**src/include/dmx_pkg.sv**
```systemverilog
package dmx_pkg;
    // Instruction word layout
    localparam int INSN_W = 16;
    localparam logic [2:0] PF_OPC = 3'h2;
    localparam int PF_OPC_LSB = 13;
    localparam int PF_SRC_LSB = 8;
    localparam int PF_SRC_W = 5;
    localparam logic [7:0] WF_OPC = 8'h01;
    localparam int WF_OPC_LSB = 8;
    localparam int DST_LSB = 0;
    localparam int DST_W = 8;

    // Data space
    localparam logic [7:0] SRC_TOP = 8'h1F;
    localparam logic [7:0] DST_TOP = 8'hFF;
    localparam logic [7:0] IND0_ADDR = 8'h00;
    localparam logic [7:0] IND1_ADDR = 8'h08;
    localparam logic [7:0] WORK_ADDR = 8'h0A;

    // Reset values
    localparam logic [7:0] WORK_RST = 8'h00;
    localparam logic ZERO_RST = 1'b0;

    // Quarter-cycle sequencer; Q1 is the decode slot while idle
    typedef enum logic [1:0] {
        DMX_Q1,
        DMX_Q2,
        DMX_Q3,
        DMX_Q4
    } dmx_phase_t;
endpackage

```
**src/dmx_decode.sv**
```systemverilog
`timescale 1ns/1ns
module dmx_decode (
    // Instruction and pointers
    input wire logic [15:0] insn,
    input wire logic [7:0] ptr0,
    input wire logic [7:0] ptr1,
    // Decoded operation
    output logic is_pf,
    output logic is_wf,
    output logic [7:0] src_addr,
    output logic [7:0] dst_addr,
    output logic src_is_w,
    output logic dst_is_w
);
    // Indirect slots are replaced by the matching pointer value
    function automatic logic [7:0] resolve(input logic [7:0] a, input logic [7:0] p0,
                                           input logic [7:0] p1);
        logic [7:0] r;
        r = a;
        if (a == dmx_pkg::IND0_ADDR) begin
            r = p0;
        end else if (a == dmx_pkg::IND1_ADDR) begin
            r = p1;
        end
        return r;
    endfunction

    wire [2:0] opc_hi = insn[dmx_pkg::PF_OPC_LSB +: 3];
    wire [7:0] opc_wf = insn[dmx_pkg::WF_OPC_LSB +: 8];
    wire [7:0] src_raw = {3'h0, insn[dmx_pkg::PF_SRC_LSB +: dmx_pkg::PF_SRC_W]};
    wire [7:0] dst_raw = insn[dmx_pkg::DST_LSB +: dmx_pkg::DST_W];

    assign is_pf = (opc_hi == dmx_pkg::PF_OPC);
    assign is_wf = (opc_wf == dmx_pkg::WF_OPC);
    assign src_addr = resolve(src_raw, ptr0, ptr1);
    assign dst_addr = resolve(dst_raw, ptr0, ptr1);
    assign src_is_w = (src_addr == dmx_pkg::WORK_ADDR);
    assign dst_is_w = (dst_addr == dmx_pkg::WORK_ADDR);
endmodule

```
**src/dmx_move_exec.sv**
```systemverilog
`timescale 1ns/1ns
module dmx_move_exec (
    // Clock, reset, enable
    input wire logic core_clk,
    input wire logic rst_n,
    input wire logic clk_en,
    // Instruction
    input wire logic insn_valid,
    output logic insn_ready,
    input wire logic [15:0] insn,
    // Indirect pointers from the datapath
    input wire logic [7:0] ptr0,
    input wire logic [7:0] ptr1,
    // Register file read port
    output logic rf_rd_en,
    output logic [7:0] rf_rd_addr,
    input wire logic [7:0] rf_rd_data,
    // Register file write port
    output logic rf_wr_en,
    output logic [7:0] rf_wr_addr,
    output logic [7:0] rf_wr_data,
    // Working register load from the rest of the core
    input wire logic work_ld,
    input wire logic [7:0] work_ld_data,
    output logic [7:0] working_register,
    // Status and completion
    output logic zero_flag,
    output logic zero_we,
    output logic done,
    output logic unsupported
);
    dmx_pkg::dmx_phase_t phase_q, phase_d;
    logic pf_q;
    logic wf_q;
    logic src_w_q;
    logic dst_w_q;
    logic [7:0] rd_addr_q;
    logic [7:0] dst_q;
    logic [7:0] data_q;
    logic [7:0] work_q;
    logic zero_q;
    logic zero_calc_q;
    logic unsup_q;

    wire dec_pf;
    wire dec_wf;
    wire [7:0] dec_src;
    wire [7:0] dec_dst;
    wire dec_src_w;
    wire dec_dst_w;

    dmx_decode u_decode (
        .insn(insn),
        .ptr0(ptr0),
        .ptr1(ptr1),
        .is_pf(dec_pf),
        .is_wf(dec_wf),
        .src_addr(dec_src),
        .dst_addr(dec_dst),
        .src_is_w(dec_src_w),
        .dst_is_w(dec_dst_w)
    );

    wire accept = clk_en && insn_valid && (phase_q == dmx_pkg::DMX_Q1);
    wire in_q2 = (phase_q == dmx_pkg::DMX_Q2);
    wire in_q4 = (phase_q == dmx_pkg::DMX_Q4);
    wire active = pf_q || wf_q;
    // source taken from the working register for WF and for PF moves that name it, else from the read port
    wire [7:0] src_val = (pf_q && !src_w_q) ? rf_rd_data : work_q;

    always_comb begin
        phase_d = phase_q;
        unique case (phase_q)
            dmx_pkg::DMX_Q1: begin
                if (insn_valid) begin
                    phase_d = dmx_pkg::DMX_Q2;
                end
            end
            dmx_pkg::DMX_Q2: phase_d = dmx_pkg::DMX_Q3;
            dmx_pkg::DMX_Q3: phase_d = dmx_pkg::DMX_Q4;
            dmx_pkg::DMX_Q4: phase_d = dmx_pkg::DMX_Q1;
        endcase
    end

    always_ff @(posedge core_clk or negedge rst_n) begin
        if (!rst_n) begin
            phase_q <= dmx_pkg::DMX_Q1;
        end else if (clk_en) begin
            phase_q <= phase_d;
        end
    end

    // Q1 decode: operands are resolved here, ahead of any access
    always_ff @(posedge core_clk or negedge rst_n) begin
        if (!rst_n) begin
            pf_q <= 1'b0;
            wf_q <= 1'b0;
            src_w_q <= 1'b0;
            dst_w_q <= 1'b0;
            rd_addr_q <= 8'h00;
            dst_q <= 8'h00;
            unsup_q <= 1'b0;
        end else if (accept) begin
            pf_q <= dec_pf;
            wf_q <= dec_wf && !dec_pf;
            unsup_q <= !dec_pf && !dec_wf;
            src_w_q <= dec_src_w;
            dst_w_q <= dec_dst_w;
            rd_addr_q <= dec_pf ? dec_src : dec_dst;
            dst_q <= dec_dst;
        end
    end

    // Q2 read, Q3 execute
    always_ff @(posedge core_clk or negedge rst_n) begin
        if (!rst_n) begin
            data_q <= 8'h00;
            zero_calc_q <= 1'b0;
        end else if (clk_en) begin
            if (in_q2) begin
                data_q <= src_val;
            end
            if (phase_q == dmx_pkg::DMX_Q3) begin
                zero_calc_q <= (data_q == 8'h00);
            end
        end
    end

    // Q4 write; the move into the working register wins over a core load
    always_ff @(posedge core_clk or negedge rst_n) begin
        if (!rst_n) begin
            work_q <= dmx_pkg::WORK_RST;
        end else if (clk_en) begin
            if (in_q4 && pf_q && dst_w_q) begin
                work_q <= data_q;
            end else if (work_ld) begin
                work_q <= work_ld_data;
            end
        end
    end

    always_ff @(posedge core_clk or negedge rst_n) begin
        if (!rst_n) begin
            zero_q <= dmx_pkg::ZERO_RST;
        end else if (clk_en && in_q4 && pf_q) begin
            zero_q <= zero_calc_q;
        end
    end

    assign insn_ready = (phase_q == dmx_pkg::DMX_Q1);
    assign rf_rd_en = clk_en && in_q2 && active && !(pf_q && src_w_q);
    assign rf_rd_addr = rd_addr_q;
    assign rf_wr_en = clk_en && in_q4 && active && !dst_w_q;
    assign rf_wr_addr = dst_q;
    assign rf_wr_data = data_q;
    assign working_register = work_q;
    assign zero_flag = zero_q;
    assign zero_we = clk_en && in_q4 && pf_q;
    assign done = clk_en && in_q4;
    assign unsupported = clk_en && in_q4 && unsup_q;
endmodule

```
**config.mk**
```make
export PLATFORM = sky130hd
export DESIGN_NAME = dmx_move_exec
export DESIGN_NICKNAME = d
export VERILOG_FILES = /design/src/include/dmx_pkg.sv /design/src/dmx_decode.sv /design/src/dmx_move_exec.sv
export SDC_FILE = /design/constraint.sdc
export NUM_CORES = 1
export LEC_CHECK = 0
export ABC_AREA = 1
export BUFFER_PORTS_ARGS = -buffer_cell sky130_fd_sc_hd__buf_2
export CORE_AREA = 4 4 95 97
export CTS_CLUSTER_DIAMETER = 100
export DETAILED_ROUTE_END_ITERATION = 10
export DIE_AREA = 0 0 99 101
export MAX_ROUTING_LAYER = met4
export PLACE_DENSITY = 0.55
export SETUP_SLACK_MARGIN = 0.1
export SLEW_MARGIN = 0
export SYNTH_ARGS = -nofsm -noshare
export SYNTH_HDL_FRONTEND = slang
export SYNTH_SLANG_ARGS = --single-unit
```
**constraint.sdc**
```tcl
create_clock -name core_clk -period 1.7 [get_ports core_clk]
set_clock_uncertainty 0.2 [all_clocks]
set_input_delay 0.17 -clock core_clk [delete_from_list [all_inputs] [get_ports core_clk]]
set_output_delay 0.17 -clock core_clk [all_outputs]
set_load 0.01 [all_outputs]
```
# Word level (Yosys, flattened, before mapping)
# Index checks and enable logic that the tools add are counted.
[totals]
ff_bits = 41
inputBits = 53
out_inout_bits = 39
wordCells = 63
[classes]
n_eq_ne = 10
muxes = 10
n_reduce_logical = 31
[ops]
columns = ["cell", "n"]
rows = [
  ["$mux 8", 8],
  ["$eq 8x4->1 const B", 3],
  ["$logic_not 8->1", 3],
  ["$logic_and 1x1->1", 16],
  ["$eq 8x1->1 const B", 1],
  ["$pmux 2 s4", 1],
  ["$reduce_and 2->1", 4],
  ["$eq 5x4->1 const B", 1],
  ["$logic_not 1->1", 5],
  ["$eq 2x2->1 const B", 2],
  ["$eq 3x2->1 const B", 1],
  ["$eq 2x1->1 const B", 1],
  ["$logic_not 2->1", 1],
  ["$mux 2", 1],
  ["$ne 2x2->1 const B", 1],
  ["$reduce_bool 2->1", 1],
  ["$logic_or 1x1->1", 1],
]

# Longest topological paths before layout
[logic_depth]
word_depth = 5
ltp_mapped = 10
mapped_depth_nobuf = 10

# Hierarchy
# From an unflattened synthesis, not the netlist that was laid out.
[hier_totals]
cells_unflattened = 367
area_unflattened_um2 = 2630.0
[by_module_without_submodules]
columns = ["module", "n_inst", "cells_each", "area_each_um2", "seq_area_each_um2"]
rows = [
  ["dmx_move_exec", 1, 272, 2057.0, 1026.0],
  ["dmx_decode", 1, 95, 573.0, 0.0],
]

# Worst setup path before layout
# Ideal clock, no wire load.
[synth_timing]
kind = "flip-flop to flip-flop"
startpoint = "register phase_q[0]"
endpoint = "register rd_addr_q[1] (netlist: rf_rd_addr[1])"
setup_time_ps = 68
t_arrival_ps = 1340
required_ps = 1432
setup_slack_ps = 91
stages_incl_launch_ff = 7
n_path_buf = 0
synth_period_minus_slack_ps = 1609
cell_sequence = "dfrtp_1 inv_1 ha_1 nand3_2 nor2_2 o21ai_0 nand3_1"
[synth_between]
elab_chain_cells = 2
[synth_rtl]
columns = ["item", "line_no", "rtl"]
rows = [
  ["from (decl)", "dmx_move_exec.sv:32", "dmx_pkg::dmx_phase_t phase_q, phase_d;"],
  ["from (signal assigned)", "dmx_move_exec.sv:87", "phase_q <= dmx_pkg::DMX_Q1;"],
  ["from (signal assigned)", "dmx_move_exec.sv:89", "phase_q <= phase_d;"],
  ["$logic_not 2->1", "--", ""],
  ["net insn_ready", "dmx_move_exec.sv:9", "output logic insn_ready,"],
  ["$logic_and 1x1->1", "dmx_move_exec.sv:64", "wire accept = clk_en && insn_valid && (phase_q == dmx_pkg::DMX_Q1);"],
  ["to (signal assigned)", "dmx_move_exec.sv:109", "rd_addr_q <= dec_pf ? dec_src : dec_dst;"],
  ["to (decl)", "dmx_move_exec.sv:37", "logic [7:0] rd_addr_q;"],
]
# The timed path passes the listed nets, and every way through them passes these cells.
# A chain may end at the register's enable or synchronous reset.

# Worst setup path after layout
[layout_timing]
startpoint = "register phase_q[1]"
endpoint = "output rf_rd_en"
[layout_between]
elab_chain_cells = 4
[layout_rtl]
columns = ["item", "line_no", "rtl"]
rows = [
  ["$eq 2x1->1", "dmx_move_exec.sv:65", "wire in_q2 = (phase_q == dmx_pkg::DMX_Q2);"],
  ["$logic_and 1x1->1 (3 in a row)", "dmx_move_exec.sv:151", "assign rf_rd_en = clk_en && in_q2 && active && !(pf_q && src_w_q);"],
  ["to (decl)", "dmx_move_exec.sv:15", "output logic rf_rd_en,"],
]
# No other way between the ends.

==> flow_metrics.py <==
metrics = {
    "critical_path": {
        "path_cells": "inv_2, ha_4, nand2_4, a211oi_4, buf_2",
        "crit_path_start_kind": "flop",
        "setup.worst_path.class": "reg2out",
        "critPathMaxStageDelay_ns": 0.44,
        "path_delay_family": "flip-flops",
        "arrival_ns": 1.38,
        "endpoint_kind": "primary output",
        "critPathMaxFanout": 3,
        "path_buf_inv": 2,
        "cp_slowest_cell": "dfrtp_1",
        "crit_required_ns": 1.33,
    },
    "global_route": {
        "gr-total-overflow": 0,
        "grt_max_degree": 42,
        "grt_util_all_layers_pct": 15.4,
        "grt_pass1_wl_um": 12200,
        "antenna_found_initial": 0,
        "grt_pass1_vias": 2566,
    },
    "synth": {
        "synth_nets": 380,
        "syn_inst": 323,
        "synthesis.area_um2": 2380,
        "yosys_warnings": 0,
        "ys_types": 31,
        "synth_seq_cells": 41,
        "yosysSeqAreaShare_pct": 43.1,
        "syn_avg_cell_area_um2": 7.37,
    },
    "sta": {
        "maxSlewHeadroom_pct": 64.8,
        "tightest_slew_ns": 0.528,
        "max_freq_mhz": 572,
        "period_needed_ns": 1.75,
        "hold_violations": 0,
        "setup_slack_ns": -0.0489,
        "fin_crit_sh_pct": 103,
        "finalSetupViolations": 7,
        "slew_violations": 0,
        "rsz0062_at_grt": "true",
    },
    "floorplanning": {
        "fp.dieW_um": 99,
        "ios": 92,
        "core_area_um2": 8130,
        "initial_core_util_pct": 29.3,
        "die_h_um": 101,
        "die_area_um2": 10000,
        "fp-row-count": 33,
    },
    "power": {
        "p_leak_nw": 1.83,
        "peakVddDrop_mv": 0.415,
        "p_per_area_nw_per_um2": 1250,
    },
    "detailed_routing": {
        "drc": 0,
        "wl_per_cell_um": 13.6,
        "postRouteWirelength_um": 7520,
        "drt_iter0_markers": 106,
        "vias_per_cell": 4.61,
        "antenna_left": 0,
        "vias": 2555,
        "dr.pass1.iters": 4,
    },
    "clock_network": {
        "cts_tree": "done",
        "cts.sinks": 41,
        "clk_path_buf_depth": 2,
        "clk_pin_slew_ns": 0.08,
        "clk_latency_ns": 0.29,
        "htree_levels": 2,
        "cts_buffers": 5,
        "ctsRootBufferMaster": "clkbuf_8",
    },
    "layout": {
        "drive_gt1_share_pct": 36.5,
        "fin_area_um2": 3540,
        "fin_nets": 505,
        "syn_to_final_growth_pct": 48.9,
        "antenna_cells": 0,
        "nFillCells": 861,
        "fin_util_pct": 43.6,
    },
    "run_status": {
        "outcome": "complete, but fails checks",
        "violations": "negative setup slack",
    },
    "worst_hold_path": {
        "hold_path_class": "in2reg",
    },
    "place": {
        "post_dp_cell_area_um2": 3030,
        "place_congestion": 0.885,
        "port-buffer-count": 91,
        "hpwl_um": 5850,
    },
    "run": {
        "max_cap_viol_count": 0,
    },
}
## state kept, by name, indices dropped and copies added, names as in the netlist
signal / count
rf_rd_addr: 8
rf_wr_addr: 8
rf_wr_data: 8
working_register: 8
phase_q: 2
dst_w_q: 1
pf_q: 1
src_w_q: 1
unsup_q: 1
wf_q: 1
zero_calc_q: 1
zero_flag: 1
## cells by family (layout without fill, tap and decap cells)
group	Yosys count	count (layout)	synth area share (%)
simple gates	159	160	31.2
compound gates	65	65	14.9
buf+inv	54	179	8.72
flops	41	41	43.1
fa+ha+maj	4	4	2.10
## power breakdown
part | switching (mW) | total (mW) | internal [mW]
logic | 1.11 | 2.00 | 0.891
registers | 0.266 | 1.62 | 1.35
clock network | 0.322 | 0.801 | 0.479
total | 1.70 | 4.42 | 2.72
## area by class of cell
cell class	count	area, um2	share of cell area [%]
clock buffers	7	86.3	2.44
clock inverters	1	30.0	0.847
inverters	49	198	5.58
multi-input cells	229	1290	36.4
flip-flops and latches	41	1030	28.9
well taps	105	131	3.71
repair buffers	122	782	22.1
## through the flow
stage	total power [mW]	setup WS, ns	hold WS, ns	TNS, ns	cells
6_report	4.42	-0.0489	0.0151	-0.166	554
2_1_floorplan	2.45	0.113	-0.326	0	323
3_3_place_gp	3.18	0.0634	0.0724	0	522
4_1_cts	4.29	-0.0553	0.00599	-0.157	551
5_1_grt	4.74	-0.110	0.0244	-1.54	554
3_5_place_dp	3.20	-0.00314	0.0691	-0.00314	522
## worst register-to-register path: stages (launching register included)
cell and delay [ns]:
dfrtp_1 0.44, inv_2 0.11, buf_4 0.12, ha_4 0.15, nand3_4 0.17, buf_6 0.17, buf_4 0.14, nand2_1 0.06
nand2_1 0.05
## metal layers
layer / vias up / share of wire [%] / global-route usage (%)
met4: 0 / 0.84 / 3.05
li1: 1296 / - / -
met1: 1147 / 45 / 19.6
met2: 104 / 46 / 25.2
met3: 8 / 7.4 / 3.60
met5: - / 0 / -
## worst paths after layout
check                                 from                   to  slack [ns]  cells past startpoint
setup / recovery                phase_q[1]             rf_rd_en       -0.05                      5
hold / removal             work_ld_data[5]  working_register[5]        0.02                      5
setup reg to reg                phase_q[1]                 wf_q       -0.03                      8
hold reg to reg              rf_wr_addr[7]        rf_wr_addr[7]        0.28                      2
max in group asynchronous            rst_n        rf_wr_data[5]        0.66                      3
min in group asynchronous            rst_n  working_register[1]        0.27                      3
## cells in the mapped netlist
cell	number	share of area [%]
nand2_4	1	0.47
nand3b_1	1	0.32
nor3_1	6	1.3
clkbuf_1	3	0.47
inv_2	8	1.3
nand3_1	18	3.8
nor3_4	1	0.68
a21oi_1	12	2.5
a211oi_1	1	0.32
a21oi_4	1	0.68
nand3_2	5	2.1
o21ai_0	41	8.6
nand2_1	93	15
ha_1	4	2.1
nor2_4	2	0.95
o211ai_1	4	1.3
nor2_1	16	2.5
dfrtp_1	41	43
o21ai_1	3	0.63
o21a_1	1	0.32
a22oi_1	1	0.32
nor3b_1	1	0.32
o22ai_1	1	0.26
nand2_2	3	0.79
nand4_1	2	0.53
nor4_1	3	0.79
buf_2	1	0.21
nor3_2	1	0.42
inv_1	41	6.5
nor2_2	6	1.6
buf_4	1	0.32
## layout by cell type, fill, tap and decap left out, types with 4 or more instances in the layout
cell           netlist  routed
nand2_2              3       4
nand3_2              5       5
nand2_1             93      90
o21ai_2              0       4
o21ai_0             41      24
o211ai_1             4       4
inv_2                8       7
inv_1               41      39
buf_4                1      13
buf_2                1      90
nor2_2               6       6
clkbuf_8             0       6
nand3_1             18      18
o21ai_1              3      16
nor2_1              16      14
dlygate4sd3_1        0      12
a21oi_1             12      10
nor2_4               2       4
nor3_1               6       5
dfrtp_1             41      41
## what timing repair did
item                                    in CTS  in global routing
gates resized for setup                     20                 33
endpoints found under the setup margin      32                 39
hold buffers                                12                  0
cloned                                       1                  1
hold endpoints to repair                    52                  0
setup buffers                                8                  2
pin swaps                                    8                  7
(Power assumes the default switching activity.)
